**config.mk**
```make
export PLATFORM = sky130hd
export DESIGN_NAME = bbt_top
export DESIGN_NICKNAME = d
export VERILOG_FILES = /design/src/core/bbt_seq.v /design/src/core/bbt_top.v
export VERILOG_INCLUDE_DIRS = /design/src /design/src/core
export SDC_FILE = /design/constraint.sdc
export NUM_CORES = 1
export LEC_CHECK = 0
export ABC_AREA = 1
export BUFFER_PORTS_ARGS = -buffer_cell sky130_fd_sc_hd__buf_2
export CORE_ASPECT_RATIO = 1.1
export CORE_UTILIZATION = 40
export CTS_CLUSTER_DIAMETER = 30
export DETAILED_ROUTE_END_ITERATION = 10
export HOLD_SLACK_MARGIN = 0.05
export SYNTH_ARGS = -nofsm -noshare
export SYNTH_HDL_FRONTEND = slang
export SYNTH_SLANG_ARGS = --single-unit
```
**constraint.sdc**
```tcl
create_clock -name clk_i -period 3.7 [get_ports clk_i]
set_clock_uncertainty 0.05 [all_clocks]
set_input_delay 0.74 -clock clk_i [delete_from_list [all_inputs] [get_ports clk_i]]
set_output_delay 0.74 -clock clk_i [all_outputs]
set_load 0.1 [all_outputs]
```
**src/core/bbt_map.vh**
```
`ifndef BBT_MAP_VH
`define BBT_MAP_VH

// ----------------------------------------------------------------
// Register offsets (register port address units)
// ----------------------------------------------------------------
`define BBT_ADDR_W            12
`define BBT_OFS_TEST_CTRL     12'h0BF
`define BBT_OFS_LOCAL_ERR     12'h0C7
`define BBT_OFS_SEND_START    12'h0C8
`define BBT_OFS_SEND_LEN      12'h0C9
`define BBT_OFS_RECV_LEN      12'h0CA
`define BBT_OFS_RECV_START    12'h0CB

// ----------------------------------------------------------------
// Field positions
// ----------------------------------------------------------------
`define BBT_STREAM_HI         13
`define BBT_STREAM_LO         9
`define BBT_CHAN_HI           8
`define BBT_CHAN_LO           0
`define BBT_LEN_HI            8
`define BBT_LEN_LO            0
`define BBT_CTRL_CLEAR_BIT    0
`define BBT_CTRL_SEND_EN_BIT  1
`define BBT_CTRL_RECV_EN_BIT  2

// ----------------------------------------------------------------
// Reset values and limits
// ----------------------------------------------------------------
`define BBT_RST_REG16         16'h0000
`define BBT_RST_CTRL          3'h0
`define BBT_ERR_MAX           16'hFFFF
`define BBT_READ_NONE         16'h0000

// ----------------------------------------------------------------
// Test sequence generator
// ----------------------------------------------------------------
`define BBT_SEQ_WIDTH         15
`define BBT_SEQ_TAP_A         14
`define BBT_SEQ_TAP_B         13
`define BBT_SEQ_SEED          15'h7FFF

`endif

```
**src/core/bbt_seq.v**
```verilog
`include "bbt_map.vh"
`default_nettype none

// Test sequence engine: generator, or self-synchronising checker
module bbt_seq #(
   parameter WIDTH = `BBT_SEQ_WIDTH,
   parameter TAP_A = `BBT_SEQ_TAP_A,
   parameter TAP_B = `BBT_SEQ_TAP_B
) (
   // Clock and reset
   input  wire clk_i,
   input  wire reset_n_i,
   // Control
   input  wire step_i,
   input  wire check_i,
   input  wire rx_bit_i,
   // Results
   output reg  bit_o,
   output reg  err_o
);

   // ----------------------------------------------------------------
   // Shift register
   // ----------------------------------------------------------------
   reg  [WIDTH-1:0] shift_reg;
   wire             feedback;

   // Next sequence bit from two taps
   assign feedback = shift_reg[TAP_A] ^ shift_reg[TAP_B];

   // Generator feeds back, checker loads received bits
   always @(posedge clk_i or negedge reset_n_i) begin
      if (!reset_n_i) begin
         shift_reg <= `BBT_SEQ_SEED;
         bit_o     <= 1'b0;
         err_o     <= 1'b0;
      end else begin
         err_o <= 1'b0;
         if (step_i) begin
            bit_o <= feedback;
            if (check_i) begin
               shift_reg <= {shift_reg[WIDTH-2:0], rx_bit_i};
               err_o     <= rx_bit_i ^ feedback; // Mismatch flag
            end else begin
               shift_reg <= {shift_reg[WIDTH-2:0], feedback};
            end
         end
      end
   end

endmodule

`default_nettype wire

```
**src/core/bbt_top.v**
```verilog
`include "bbt_map.vh"
`default_nettype none

module bbt_top #(
   parameter STREAMS = 32
) (
   // Clock and reset
   input  wire                   clk_i,
   input  wire                   reset_n_i,
   // Register port
   input  wire [`BBT_ADDR_W-1:0] reg_addr_i,
   input  wire                   reg_wr_i,
   input  wire                   reg_rd_i,
   input  wire [15:0]            reg_wdata_i,
   output reg  [15:0]            reg_rdata_o,
   output reg                    reg_rvalid_o,
   // Frame timing
   input  wire                   frame_start_i,
   // Backplane output side
   input  wire                   bp_tx_bit_en_i,
   input  wire [8:0]             bp_tx_channel_i,
   output reg  [4:0]             bp_tx_stream_o,
   output reg                    bp_tx_insert_o,
   output wire                   bp_tx_data_o,
   // Backplane input side
   input  wire                   bp_rx_bit_en_i,
   input  wire [8:0]             bp_rx_channel_i,
   input  wire [STREAMS-1:0]     bp_rx_data_i,
   output wire                   bp_bit_error_o,
   // Local checker events
   input  wire                   local_bit_error_i
);

   // ----------------------------------------------------------------
   // Helper functions
   // ----------------------------------------------------------------

   // True when channel lies in the span start .. start+len
   function in_window;
      input [8:0] ch;
      input [8:0] start;
      input [8:0] len;
      reg   [9:0] last;
      begin
         // Ten-bit sum, so a span never wraps past the last channel
         last      = {1'b0, start} + {1'b0, len};
         in_window = ({1'b0, ch} >= {1'b0, start}) && ({1'b0, ch} <= last);
      end
   endfunction

   // Pick one stream bit, zero for a stream that does not exist
   function pick_stream;
      input [STREAMS-1:0] data;
      input [4:0]         idx;
      integer             k;
      begin
         // Out-of-range index matches no stream and stays zero
         pick_stream = 1'b0;
         for (k = 0; k < STREAMS; k = k + 1) begin
            if (idx == k[4:0]) begin
               pick_stream = data[k];
            end
         end
      end
   endfunction

   // ----------------------------------------------------------------
   // Register storage
   // ----------------------------------------------------------------
   reg  [15:0] local_error_count_reg;
   reg  [15:0] local_error_count_next;
   reg  [4:0]  bp_send_stream_reg;
   reg  [8:0]  bp_send_channel_reg;
   reg  [8:0]  bp_send_length_reg;
   reg  [8:0]  bp_receive_length_reg;
   reg  [4:0]  bp_receive_stream_reg;
   reg  [8:0]  bp_receive_channel_reg;
   reg         send_enable_reg;
   reg         receive_enable_reg;
   wire        local_count_clear;

   // Write decode
   // Writes to the count or to unmapped offsets are dropped
   wire wr_ctrl       = reg_wr_i && (reg_addr_i == `BBT_OFS_TEST_CTRL);
   wire wr_send_start = reg_wr_i && (reg_addr_i == `BBT_OFS_SEND_START);
   wire wr_send_len   = reg_wr_i && (reg_addr_i == `BBT_OFS_SEND_LEN);
   wire wr_recv_len   = reg_wr_i && (reg_addr_i == `BBT_OFS_RECV_LEN);
   wire wr_recv_start = reg_wr_i && (reg_addr_i == `BBT_OFS_RECV_START);

   // Clear is a write-one strobe, never stored
   assign local_count_clear = wr_ctrl && reg_wdata_i[`BBT_CTRL_CLEAR_BIT];

   // Configuration registers; reserved bits are not stored
   always @(posedge clk_i or negedge reset_n_i) begin
      if (!reset_n_i) begin
         bp_send_stream_reg     <= 5'h00;
         bp_send_channel_reg    <= 9'h000;
         bp_send_length_reg     <= 9'h000;
         bp_receive_length_reg  <= 9'h000;
         bp_receive_stream_reg  <= 5'h00;
         bp_receive_channel_reg <= 9'h000;
         send_enable_reg        <= 1'b0;
         receive_enable_reg     <= 1'b0;
      end else begin
         if (wr_ctrl) begin
            send_enable_reg    <= reg_wdata_i[`BBT_CTRL_SEND_EN_BIT];
            receive_enable_reg <= reg_wdata_i[`BBT_CTRL_RECV_EN_BIT];
         end
         if (wr_send_start) begin
            bp_send_stream_reg  <= reg_wdata_i[`BBT_STREAM_HI:`BBT_STREAM_LO];
            bp_send_channel_reg <= reg_wdata_i[`BBT_CHAN_HI:`BBT_CHAN_LO];
         end
         if (wr_send_len) begin
            bp_send_length_reg <= reg_wdata_i[`BBT_LEN_HI:`BBT_LEN_LO];
         end
         if (wr_recv_len) begin
            bp_receive_length_reg <= reg_wdata_i[`BBT_LEN_HI:`BBT_LEN_LO];
         end
         if (wr_recv_start) begin
            bp_receive_stream_reg  <= reg_wdata_i[`BBT_STREAM_HI:`BBT_STREAM_LO];
            bp_receive_channel_reg <= reg_wdata_i[`BBT_CHAN_HI:`BBT_CHAN_LO];
         end
      end
   end

   // ----------------------------------------------------------------
   // Local error counter
   // ----------------------------------------------------------------

   // Saturating count; an error in the clear cycle is kept
   always @* begin
      local_error_count_next = local_error_count_reg;
      if (local_count_clear) begin
         local_error_count_next = local_bit_error_i ? 16'h0001 : `BBT_RST_REG16;
      end else if (local_bit_error_i && (local_error_count_reg != `BBT_ERR_MAX)) begin
         local_error_count_next = local_error_count_reg + 16'h0001;
      end
   end

   always @(posedge clk_i or negedge reset_n_i) begin
      if (!reset_n_i) begin
         local_error_count_reg <= `BBT_RST_REG16;
      end else begin
         local_error_count_reg <= local_error_count_next;
      end
   end

   // ----------------------------------------------------------------
   // Register read-back
   // ----------------------------------------------------------------
   reg [15:0] read_mux;

   // Reserved and unmapped bits read as zero
   always @* begin
      case (reg_addr_i)
         `BBT_OFS_TEST_CTRL:  read_mux = {13'h0000, receive_enable_reg,
                                          send_enable_reg, 1'b0};
         `BBT_OFS_LOCAL_ERR:  read_mux = local_error_count_reg;
         `BBT_OFS_SEND_START: read_mux = {2'h0, bp_send_stream_reg, bp_send_channel_reg};
         `BBT_OFS_SEND_LEN:   read_mux = {7'h00, bp_send_length_reg};
         `BBT_OFS_RECV_LEN:   read_mux = {7'h00, bp_receive_length_reg};
         `BBT_OFS_RECV_START: read_mux = {2'h0, bp_receive_stream_reg,
                                          bp_receive_channel_reg};
         default:             read_mux = `BBT_READ_NONE;
      endcase
   end

   // Read data one cycle after the strobe
   always @(posedge clk_i or negedge reset_n_i) begin
      if (!reset_n_i) begin
         reg_rdata_o  <= `BBT_READ_NONE;
         reg_rvalid_o <= 1'b0;
      end else begin
         reg_rvalid_o <= reg_rd_i;
         if (reg_rd_i) begin
            reg_rdata_o <= read_mux;
         end
      end
   end

   // ----------------------------------------------------------------
   // Per-frame settings
   // ----------------------------------------------------------------
   // Frame-long copies of the span settings
   reg  [8:0] tx_start_reg;
   reg  [8:0] tx_len_reg;
   reg        tx_en_reg;
   reg  [8:0] rx_start_reg;
   reg  [8:0] rx_len_reg;
   reg  [4:0] rx_stream_reg;
   reg        rx_en_reg;

   // Mid-frame writes wait for the next frame start
   // send settings each frame
   always @(posedge clk_i or negedge reset_n_i) begin
      if (!reset_n_i) begin
         tx_start_reg   <= 9'h000;
         tx_len_reg     <= 9'h000;
         tx_en_reg      <= 1'b0;
         bp_tx_stream_o <= 5'h00;
      end else if (frame_start_i) begin
         tx_start_reg   <= bp_send_channel_reg;
         tx_len_reg     <= bp_send_length_reg;
         tx_en_reg      <= send_enable_reg;
         bp_tx_stream_o <= bp_send_stream_reg;
      end
   end

   // Receive settings at the same boundary
   always @(posedge clk_i or negedge reset_n_i) begin
      if (!reset_n_i) begin
         rx_start_reg  <= 9'h000;
         rx_len_reg    <= 9'h000;
         rx_stream_reg <= 5'h00;
         rx_en_reg     <= 1'b0;
      end else if (frame_start_i) begin
         rx_start_reg  <= bp_receive_channel_reg;
         rx_len_reg    <= bp_receive_length_reg;
         rx_stream_reg <= bp_receive_stream_reg;
         rx_en_reg     <= receive_enable_reg;
      end
   end

   // ----------------------------------------------------------------
   // Backplane transmitter
   // ----------------------------------------------------------------
   wire tx_in_span;
   wire tx_step;

   // span opens at the start channel
   assign tx_in_span = in_window(bp_tx_channel_i, tx_start_reg, tx_len_reg);
   assign tx_step    = tx_en_reg && bp_tx_bit_en_i && tx_in_span;

   // Insert flag tracks the bit being driven
   // Frame start drops a flag left from the last frame, unless a bit time in the same cycle reloads it
   always @(posedge clk_i or negedge reset_n_i) begin
      if (!reset_n_i) begin
         bp_tx_insert_o <= 1'b0;
      end else if (bp_tx_bit_en_i) begin
         bp_tx_insert_o <= tx_en_reg && tx_in_span;
      end else if (frame_start_i) begin
         bp_tx_insert_o <= 1'b0;
      end
   end

   // Sequence generator
   bbt_seq u_tx_seq (
      .clk_i     (clk_i),
      .reset_n_i (reset_n_i),
      .step_i    (tx_step),
      .check_i   (1'b0),
      .rx_bit_i  (1'b0),
      .bit_o     (bp_tx_data_o),
      .err_o     ()
   );

   // ----------------------------------------------------------------
   // Backplane checker
   // ----------------------------------------------------------------
   wire rx_in_span;
   wire rx_step;
   wire rx_bit;

   // Self-synchronising, so the first bits after reset may flag
   // span opens at the start channel
   assign rx_in_span = in_window(bp_rx_channel_i, rx_start_reg, rx_len_reg);
   assign rx_step    = rx_en_reg && bp_rx_bit_en_i && rx_in_span;

   // bit from the chosen input stream
   assign rx_bit = pick_stream(bp_rx_data_i, rx_stream_reg);

   // one error pulse per mismatched bit
   bbt_seq u_rx_seq (
      .clk_i     (clk_i),
      .reset_n_i (reset_n_i),
      .step_i    (rx_step),
      .check_i   (1'b1),
      .rx_bit_i  (rx_bit),
      .bit_o     (),
      .err_o     (bp_bit_error_o)
   );

endmodule

`default_nettype wire

```
Word-level counts from Yosys, hierarchy flattened
Cells that the tools add are included.
Widths: inputs -> output; s select.

storage, ports and cells
  register bits after elaboration = 162

operators by class
  add/subtract/negate cells = 3
  $lt $le $gt $ge = 4
  eq/ne operators = 38
  muxes and demuxes = 39
  bitwise gates (word level) = 3
  reductions and logical operators = 17

operators by type and width
  cell                   count
  $pmux 16 s6            1
  $eq 5x5->1 const B     16
  $eq 12x8->1 const B    6
  $eq 5x4->1 const B     8
  $mux 1                 36
  $mux 16                2
  $add 9x9->10           2
  $eq 5x3->1 const B     4
  $le 9x10->1            2
  $ge 9x9->1             2
  $add 16x1->16 const B  1
  $ne 16x16->1 const B   1
  $logic_and 1x1->1      14
  $eq 5x2->1 const B     2
  $eq 5x1->1 const B     1
  $logic_not 5->1        1
  $reduce_bool 2->1      2
  $xor 1x1->1            3

Logic depth before layout (Yosys ltp)
Gate-level depths: netlist of run 1.

  word-level depth = 35
  depth in mapped cells = 25
  gate-level depth less buffers = 25

Modules after synthesis
A second synthesis of run 1 with hierarchy kept.

unflattened totals
  cell total of the unflattened synthesis = 1046
  area, all modules = 8851.0 um2

by module, submodules not included
  module   instances  cells an instance  area each (um2)  seq. area each (um2)
  bbt_top  1          900                7442.1           3253.1
  bbt_seq  2          73                 704.4            444.2

Worst setup path after synthesis of run 1
No wires, ideal clock.

  path kind = register to register
  start point = register rx_start_reg[0]
  end point = register u_rx_seq.shift_reg[10]
  setup time = 61 ps
  arrival time = 2938 ps
  required time = 3589 ps
  setup slack = 651 ps
  stages on the path, launching flop included = 21
  buffers on the path = 1
  path through = dfrtp_1 -> ha_1 -> fa_1 -> nand3_1 -> nand2_1 -> a21oi_1 -> o21bai_1 -> nand2_1 -> nand2_1 -> a21oi_1 -> xor2_1 -> ha_1 -> nand3_1 -> nor3_1 -> nor3_1 -> o21ai_1 -> nand2_1 -> inv_2 -> clkbuf_1 -> nand2_1 -> nand2_1

between the ends
  longest elaborated chain between the ends = 4

RTL lines
  element                   line           RTL
  start: declaration        bbt_top.v:188  reg [8:0] rx_start_reg;
  start signal: assignment  bbt_top.v:217  rx_start_reg <= bp_receive_channel_reg;
  $add 9x9->10              bbt_top.v:46   last = {1'b0, start} + {1'b0, len};
  $le 9x10->1               bbt_top.v:47   in_window = ({1'b0, ch} >= {1'b0, start}) && ({1'b0, ch} <= last);
  $logic_and 1x1->1 *       bbt_top.v:47
  $logic_and 1x1->1 *       bbt_top.v:267  assign rx_step = rx_en_reg && bp_rx_bit_en_i && rx_in_span;
  end signal: assignment    bbt_seq.v:34   shift_reg <= `BBT_SEQ_SEED;
  end signal: assignment    bbt_seq.v:42   shift_reg <= {shift_reg[WIDTH-2:0], rx_bit_i};
  end signal: assignment    bbt_seq.v:45   shift_reg <= {shift_reg[WIDTH-2:0], feedback};
  end: declaration          bbt_seq.v:25   reg [WIDTH-1:0] shift_reg;

Mark *: on every way between the ends. The rest lies on a longest branch, timed or not.
A chain may end at the register's enable or synchronous reset.

Final worst setup path of run 1
  start point = register tx_start_reg[0]
  end point = register u_tx_seq.shift_reg[13]

between the ends
  longest elaborated chain between the ends = 4

RTL lines
  element                   line           RTL
  start: declaration        bbt_top.v:185  reg [8:0] tx_start_reg;
  start signal: assignment  bbt_top.v:202  tx_start_reg <= bp_send_channel_reg;
  $add 9x9->10              bbt_top.v:46
  $le 9x10->1               bbt_top.v:47
  $logic_and 1x1->1 *       bbt_top.v:47
  $logic_and 1x1->1 *       bbt_top.v:232  assign tx_step = tx_en_reg && bp_tx_bit_en_i && tx_in_span;
  end signal: assignment    bbt_seq.v:34
  end signal: assignment    bbt_seq.v:42
  end signal: assignment    bbt_seq.v:45
  end: declaration          bbt_seq.v:25

Marks and branches as above.

==> flow_metrics.tcl, run 1 <==
set metrics [dict create \
    syn_area_mm2 0.00862 \
    num_vias 6890 \
    yosysSeqAreaShare 0.475 \
    port_buffers 108 \
    cp.arrival_ns 3.61 \
    synthCells 990 \
    crit_type "reg2reg" \
    worstMarginPinSlew_ns 0.907 \
    cellPowerDensity_mw_per_mm2 381 \
    crit_slowest_cell "dfrtp_1" \
    area_delta_synth_final_pct 16.8 \
    vias_per_cell 4.92 \
    cpPeakStageDelay_ns 0.41 \
    setup_tns_ns 0 \
    critPathTopFamily "compound AO/OA/AOI/OAI gates" \
    cts_hold_buffers 0 \
    start_kind "register" \
    synth_ff_type "dfrtp_1" \
    setup_viol 0 \
    vdd_drop_max_v 0.000321 \
    cts-resized-gates 0 \
    crit_path_cell_trace "ha_1, fa_1, nand3_1, nand2_1, a21oi_1, o21bai_1, nand2_1, nand2_1, a21oi_1, xor2_1, ha_1, nand4_1, nor4_1, a2111o_1, nand2_4, inv_2, o21ai_0" \
    clk_pin_slew_ns 0.07 \
    end_kind "register" \
    hold_class "in2async" \
    synth-edff-count 0 \
    yosys_warnings 0 \
    fillers 2067 \
    coreArea_mm2 0.0209 \
    cp_max_fo 15 \
    rr_startpoint "tx_start_reg[0]" \
    die_x_um 142 \
    grt_max_degree 94 \
    gr-total-overflow 0 \
    wl_per_cell_um 14.2 \
    p_seq_frac 0.484 \
    leakage_nw 5.05 \
    worstPathRequired_ns 4.00 \
    synth_fp_nets 1133 \
    combPwrFrac 0.076 \
    postCtsSetupBuffers 0 \
    r2r_end "u_tx_seq.shift_reg[13]" \
    fmax_ghz 0.302 \
    drv_cap 0 \
    clock_path_buffers 2 \
    grt_pass1_wl_um 33300 \
    postRouteAntennaNets 0 \
    rsz0062_at_grt "false" \
    synth_top_area_cell "dfrtp_1" \
    status "finished clean" \
    dp_hpwl_um 15200 \
    synth-seq-cells 162 \
    synth.avg_cell_area_um2 8.71 \
    root_buffer "clkbuf_16" \
    hold_viol_final 0 \
    power.switching_fraction 0.266 \
    switchingPower_mw 1.02 \
    pwr-share-clk 0.439 \
    fin_nets 1245 \
    cpMostUsedCell "nand2_1" \
    ys_top_cells_by_area "dfrtp_1 38%, nand2_1 12%, dfstp_2 9.1%, ha_1 8.0%, o21ai_0 5.5%" \
    rows 55 \
    diodes 0 \
    clock_latency_ns 0.43 \
    path_buf_inv 1 \
    drt_wl_total_um 19900 \
    first_iter_violations 399 \
    start_util 0.413 \
    async_flop_share 1.00 \
    num_io_pins 111 \
    grt_pass1_vias 6646 \
    ys_types 48 \
    synth_top_area_share 0.383 \
    cts_buffers 17 \
    reg2reg_depth 17 \
    dieArea_mm2 0.0221 \
    min_period_ns 3.31 \
    firstDrtPassIters 4 \
    slew_headroom 0.396 \
    die_h_um 156 \
    cts_tree "yes" \
    final_util 0.483 \
    drive_gt1_frac 0.211 \
    htreeDepth 4 \
    antenna_found_initial 1 \
    slew_violations 0 \
    clock-sinks 162 \
    fin_crit_sh 0.895 \
    p_int_mw 2.81 \
    drc 0 \
    gp_congestion 0.810 \
    grt_usage 0.192 \
    r2r_setup_slack_ns 0.39 \
]
==> kinds of logic (layout without fill, tap and decap cells) <==
logic type | count (synthesis) | after routing | synth area share
mux | 27 | 27 | 0.0353
fa+ha+maj | 57 | 57 | 0.0845
buf+inv | 132 | 257 | 0.0614
flops | 162 | 162 | 0.475
xor+xnor | 16 | 16 | 0.0163
simple gates | 404 | 404 | 0.203
compound gates | 192 | 192 | 0.125
==> metrics by stage <==
step / setup slack [ns] / power (mW) / cells / cell area, um^2 / hold WS, ns
detailed placement: 0.347 / 2.18 / 1368 / 9500 / 0.405
floorplan: 0.651 / 2.04 / 990 / 8620 / 0.392
finish: 0.388 / 3.83 / 1400 / 10100 / 0.297
global placement: 0.388 / 2.18 / 1368 / 9500 / 0.399
global route: 0.0437 / 3.99 / 1400 / 10100 / 0.424
CTS: 0.336 / 3.88 / 1400 / 10100 / 0.383
==> worst max path at each step <==
stage | startpoint | endpoint | depth (start not counted)
floorplan | rx_start_reg[0] | u_rx_seq.shift_reg[10] | 20
global placement | tx_start_reg[0] | u_tx_seq.shift_reg[0] | 18
detailed placement | tx_start_reg[0] | u_tx_seq.shift_reg[13] | 17
CTS | tx_start_reg[0] | u_tx_seq.shift_reg[13] | 17
global route | rx_start_reg[0] | u_rx_seq.shift_reg[0] | 19
finish | tx_start_reg[0] | u_tx_seq.shift_reg[13] | 17
==> power by group through the flow <==
stage | Clock (mW) | Sequential [mW] | Combinational, mW
floorplan | 0 | 1.88 | 0.155
global placement | 0 | 1.89 | 0.293
detailed placement | 0 | 1.89 | 0.297
CTS | 1.73 | 1.85 | 0.299
global route | 1.79 | 1.86 | 0.341
finish | 1.68 | 1.86 | 0.293
==> synth_stat cells (2+ instances only) <==
master	instances
nor3_1	15
o211ai_1	5
nand3_1	29
clkinv_1	2
ha_1	55
mux2_2	27
clkbuf_1	21
nor4_1	5
nor2_1	34
a31oi_1	7
o21bai_1	2
nand2_2	3
clkbuf_8	2
a21o_1	2
buf_2	2
nor4_4	2
o21ai_1	10
and3_1	3
xnor2_1	7
a221oi_1	6
dfrtp_1	132
dfstp_2	30
fa_1	2
nor2_2	5
xor2_1	9
nor2_4	3
inv_1	95
a22o_1	6
o21ai_0	94
a21oi_1	51
inv_2	8
nand2_1	278
nand4_1	23
==> final cells by class <==
cell class                      instances  area (um^2)  area share
Multi-Input combinational cell        696         4000       0.397
Inverter                              105          394      0.0392
Timing Repair Buffer                  120          662      0.0658
Sequential cell                       162         4090       0.406
Clock buffer                           17          425      0.0423
Tap cell                              285          357      0.0354
Clock inverter                         15          139      0.0138
==> cells in the final DEF, fill, tap and decap left out, types with 15 or more instances in the layout <==
cell,netlist,routed
o21ai_0,94,94
buf_2,2,107
nor2_1,34,34
ha_1,55,55
nand4_1,23,23
inv_1,95,95
dfstp_2,30,30
clkbuf_16,0,17
nand2_1,278,278
dfrtp_1,132,132
nor3_1,15,15
mux2_2,27,27
a21oi_1,51,51
nand3_1,29,29
==> layer usage <==
metal	track usage	vias up	share of wire
li1	-	3541	-
met1	0.261	3198	0.49
met2	0.309	129	0.45
met3	0.0313	20	0.042
met4	0.0707	2	0.021
met5	0	-	0.00065
Power figures use the tool's default switching activity.
==> run 2, diff against run 1 <==
- CAP_MARGIN: default -> 5
- CTS_BUF_LIST: default -> sky130_fd_sc_hd__clkbuf_4
==> flow_metrics.tcl, run 2 (synthesis gave the netlist of run 1 again) <==
set metrics [dict create \
    status "finished clean" \
    end_kind "register" \
    port_buffers 108 \
    cts-resized-gates 0 \
    slew_violations 0 \
    min_period_ns 3.34 \
    gp_congestion 0.810 \
    worstMarginPinSlew_ns 0.895 \
    most-common-layout-cells "278 x nand2_1, 132 x dfrtp_1, 107 x buf_2, 95 x inv_1, 94 x o21ai_0" \
    finalHoldWorstSlack_ns 0.137 \
    hold_class "in2async" \
    cts_buffers 17 \
    gr-total-overflow 0 \
    vdd_drop_max_v 0.000162 \
    final_common_cell "nand2_1" \
    vias_per_cell 4.91 \
    fmax_ghz 0.300 \
    drt_wl_total_um 19900 \
    setup_viol 0 \
    switchingPower_mw 0.938 \
    met1_usage 0.259 \
    setup_ws_ns 0.364 \
    p_seq_frac 0.587 \
    fin_nets 1245 \
    clk_pin_slew_ns 0.15 \
    rsz0062_at_grt "false" \
    fin_crit_sh 0.902 \
    hold_viol_final 0 \
    clock-sinks 162 \
    drv_cap 0 \
    setup_tns_ns 0 \
    grt_pass1_vias 6615 \
    grt_usage 0.192 \
    cp_max_fo 15 \
    area_delta_synth_final_pct 13.4 \
    grt_max_degree 94 \
    num_io_pins 111 \
    coreArea_mm2 0.0209 \
    htreeDepth 4 \
    first_iter_violations 418 \
    place_ws_ns 0.347 \
    fillers 2110 \
    cts_hold_buffers 0 \
    grt_pass1_wl_um 33200 \
    wl_per_cell_um 14.2 \
    slew_headroom 0.403 \
    grt.met2_usage 0.308 \
    dp_hpwl_um 15200 \
    die_x_um 142 \
    cellPowerDensity_mw_per_mm2 323 \
    antenna_found_initial 2 \
    power.switching_fraction 0.297 \
    p_total_mw 3.16 \
    drive_gt1_frac 0.211 \
    p_int_mw 2.22 \
    root_buffer "clkbuf_4" \
    num_vias 6890 \
    cts_tree "yes" \
    firstDrtPassIters 5 \
    cp.arrival_ns 3.78 \
    dieArea_mm2 0.0221 \
    crit_type "reg2reg" \
    die_h_um 156 \
    leakage_nw 4.92 \
    pwr-share-clk 0.320 \
    postCtsSetupBuffers 0 \
    drc 0 \
    postRouteAntennaNets 0 \
    start_kind "register" \
    start_util 0.413 \
    rows 55 \
    busiest_layer "met2" \
    combPwrFrac 0.093 \
    worstPathRequired_ns 4.15 \
    grt_util_met3 0.0378 \
    clock_path_buffers 2 \
    clock_latency_ns 0.57 \
]
## run 2: cell types whose count changed in the layout (fill, tap and decap cells not counted), sizes merged
| cell | previous run | this run |
|---|---|---|
| diode | 0 | 2 |
## run 2: worst max-delay path, stage by stage (launching register included)
cell      delay [ns]
dfrtp_1         0.44
ha_1            0.24
fa_1            0.41
nand3_1         0.09
nand2_1         0.08
a21oi_1         0.15
o21bai_1        0.11
nand2_1         0.07
nand2_1         0.05
a21oi_1         0.15
xor2_1          0.16
ha_1            0.26
nand4_1         0.10
nor4_1          0.05
a2111o_1        0.39
nand2_4         0.13
inv_2           0.13
o21ai_0         0.20
## run 2: cell type report
| cell class | instances | area, um^2 | share of cell area |
|---|---|---|---|
| inverter | 105 | 394 | 0.0403 |
| timing repair buffer | 120 | 662 | 0.0677 |
| antenna | 2 | 5.00 | 0.000512 |
| tap | 285 | 357 | 0.0365 |
| multi-input combinational | 696 | 4000 | 0.409 |
| clock inverter | 15 | 139 | 0.0142 |
| clock buffer | 17 | 128 | 0.0131 |
| sequential | 162 | 4090 | 0.419 |
## run 2: stage by stage
stage / util / instance area, um^2 / cells
after global routing: 0.469 / 9770 / 1402
after floorplan: - / 8620 / 990
after detailed placement: 0.456 / 9500 / 1368
final: 0.469 / 9770 / 1402
after global placement: 0.456 / 9500 / 1368
after CTS: 0.468 / 9770 / 1400
## run 2: layer usage
metal  wire length [um]  up-vias
li1                   -     3544
met1               9720     3184
met2               9000      143
met3                826       17
met4                360        2
met5                 13        -
## run 2: power groups by stage
stage	clock network, mW	registers [mW]	logic (mW)
after detailed placement	0	1.89	0.297
after global routing	1.12	1.86	0.341
after CTS	1.05	1.86	0.299
after global placement	0	1.89	0.293
after floorplan	0	1.88	0.155
final	1.01	1.86	0.292
## run 2: path summary, 6_finish.rpt
path | from | to | slack, ns | cells after the start
max | tx_start_reg[0] | u_tx_seq.shift_reg[13] | 0.36 | 17
min | reset_n_i | tx_start_reg[5] | 0.14 | 1
max reg2reg | tx_start_reg[0] | u_tx_seq.shift_reg[13] | 0.36 | 17
min reg2reg | u_rx_seq.shift_reg[6] | u_rx_seq.shift_reg[7] | 0.41 | 2
max in group asynchronous | reset_n_i | u_rx_seq.shift_reg[6] | 2.61 | 2
min in group clk_i | reg_rd_i | reg_rvalid_o | 0.27 | 1
==> run 3, diff against run 2 <==
--- a/config.mk
+++ b/config.mk
@@ -8,3 +8,2 @@
 export LEC_CHECK = 0
-export ABC_AREA = 1
 export BUFFER_PORTS_ARGS = -buffer_cell sky130_fd_sc_hd__buf_2
--- a/constraint.sdc
+++ b/constraint.sdc
@@ -4,2 +4,2 @@
 set_output_delay 0.74 -clock clk_i [all_outputs]
-set_load 0.1 [all_outputs]
+set_load 0.01 [all_outputs]
==> flow_metrics.tcl, run 3 <==
set metrics [dict create \
    status "finished clean" \
    final_common_cell "dfrtp_1" \
    yosys_warnings 0 \
    fin_nets 1076 \
    finalHoldWorstSlack_ns 0.205 \
    slew_headroom 0.387 \
    synthCells 815 \
    worstMarginPinSlew_ns 0.919 \
    setup_viol 0 \
    clock_latency_ns 0.57 \
    coreArea_mm2 0.0214 \
    cp.arrival_ns 3.99 \
    num_vias 6436 \
    firstDrtPassIters 7 \
    num_io_pins 111 \
    synth_ff_type "dfrtp_1" \
    clk_pin_slew_ns 0.12 \
    grt_usage 0.186 \
    vdd_drop_max_v 0.000172 \
    synth.avg_cell_area_um2 10.7 \
    synth_top_area_cell "dfrtp_1" \
    drive_gt1_frac 0.334 \
    leakage_nw 4.79 \
    clock-sinks 162 \
    syn_area_mm2 0.00875 \
    cts_tree "yes" \
    wl_per_cell_um 16.2 \
    root_buffer "clkbuf_4" \
    ys_types 65 \
    drv_cap 0 \
    slew_violations 0 \
    synth_fp_nets 958 \
    yosysSeqAreaShare 0.468 \
    synth_top_area_share 0.378 \
    synth-seq-cells 162 \
    dieArea_mm2 0.0225 \
    instances_no_fill 1237 \
    end_kind "register" \
    rsz0062_at_grt "true" \
    htreeDepth 4 \
    cellPowerDensity_mw_per_mm2 332 \
    vias_per_cell 5.20 \
    area_delta_synth_final_pct 16.1 \
    cts_buffers 17 \
    postRouteAntennaNets 0 \
    ys_top_cells_by_area "dfrtp_1 38%, mux2_2 12%, dfstp_2 9.0%, ha_1 7.9%, nand2_1 4.1%" \
    start_util 0.409 \
    dp_hpwl_um 14900 \
    cts_hold_buffers 0 \
    yosysMostFrequentCell "dfrtp_1" \
    first_iter_violations 333 \
    grt_max_degree 100 \
    start_kind "register" \
    gr-total-overflow 0 \
    die_h_um 157 \
    die_x_um 143 \
    min_period_ns 3.54 \
    port_buffers 108 \
    yosys-top-cells-count "132 x dfrtp_1, 96 x nand2_1, 93 x mux2_2, 55 x ha_1, 48 x inv_1" \
    cp_max_fo 8 \
    async_flop_share 1.00 \
    hold_viol_final 0 \
    fmax_ghz 0.282 \
    grt_pass1_vias 6278 \
    clock_path_buffers 2 \
    fin_crit_sh 0.957 \
    antenna_found_initial 2 \
    drc 0 \
    crit_type "reg2reg" \
    p_total_mw 3.37 \
    final_util 0.475 \
    synth-edff-count 0 \
    worstPathRequired_ns 4.15 \
    grt_pass1_wl_um 32100 \
    drt_wl_total_um 20100 \
    gp_congestion 0.804 \
    hold_class "in2async" \
    rows 56 \
    dp_cells 1200 \
    most-common-layout-cells "132 x dfrtp_1, 107 x buf_2, 96 x nand2_1, 91 x mux2_2, 54 x ha_1" \
]
## run 3: cell count changes in the layout (fill, tap and decap cells not counted), moves of 8 or more
cell,delta
mux2_2,+64
nand2b_1,+8
mux2_4,+12
a21oi_1,-17
nand4_1,-15
nand2_1,-182
inv_2,-8
o22ai_1,+16
o21ai_1,-8
o21ai_0,-52
inv_1,-47
nand3_1,-15
## run 3: cells by family (layout without fill, tap and decap cells)
logic type,count (synthesis),in the layout,share of synthesized area
AOI/OAI and AO/OA,169,170,0.125
xor gates and xnor gates,27,27,0.0270
adders and majority gates,57,57,0.0833
buffers and inverters,78,208,0.0345
DFF,162,162,0.468
muxes,111,111,0.147
other,0,1,0
and+or+nand+nor,211,211,0.115
## run 3: final timing paths
kind	start	to	slack, ns	cells past startpoint
worst max register to register	tx_start_reg[0]	u_tx_seq.shift_reg[3]	0.16	17
min in group clk_i	reg_wdata_i[10]	bp_send_stream_reg[1]	0.37	2
worst min-delay path	reset_n_i	u_tx_seq.bit_o	0.20	1
worst max-delay path	tx_start_reg[0]	u_tx_seq.shift_reg[3]	0.16	17
worst min register to register	u_rx_seq.shift_reg[9]	u_rx_seq.shift_reg[10]	0.40	2
max in group asynchronous	reset_n_i	bp_send_length_reg[0]	2.56	2
## run 3: metal layers
layer | wire, um | up-vias | share of wire | global-route usage
met5 | 10 | - | 0.00050 | 0
met1 | 9460 | 3107 | 0.47 | 0.249
met2 | 9460 | 135 | 0.47 | 0.299
met4 | 385 | 2 | 0.019 | 0.0645
li1 | - | 3169 | - | -
met3 | 734 | 23 | 0.037 | 0.0350
## run 3: critical path: stages (launching register included)
cell and delay [ns]:
dfrtp_1 0.42, ha_2 0.20, fa_2 0.36, a21oi_2 0.13, nor2_1 0.05, nor2_1 0.14
o21bai_1 0.09, a21oi_2 0.17, o21ai_1 0.09, xnor2_1 0.13, ha_1 0.29, nand2_1 0.08
a211oi_2 0.23, a211oi_2 0.07, o31ai_2 0.34, buf_4 0.19, buf_8 0.12, mux2_2 0.33
## run 3: layout make-up
type                    count  area, um^2
fillers                  2032       11200
repair buffers            128         734
clock inverters            13         209
flip-flops and latches    162        4090
diodes                      1        2.50
inverters                  48         180
clock buffers              19         143
well taps                 290         363
multi-input cells         576        4430
## run 3: repair_timing
item	in CTS	in global routing
cloned	0	2
setup buffers	0	2
endpoints found under the setup margin	8	29
pin swaps	0	6
resized for setup	1	17
## run 3: where the power goes
part / switching, mW / internal [mW]
logic: 0.160 / 0.114
clock network: 0.618 / 0.620
registers: 0.0457 / 1.81
total: 0.824 / 2.54
## run 3: metrics by stage
step	setup slack, ns	cell area (um^2)	TNS, ns
after floorplan	0.0424	8750	0
after global placement	0.00218	9690	0
after detailed placement	-0.0418	9690	-0.0418
after CTS	0.0339	10000	0
after global routing	-0.0792	10100	-0.478
final	0.160	10100	0
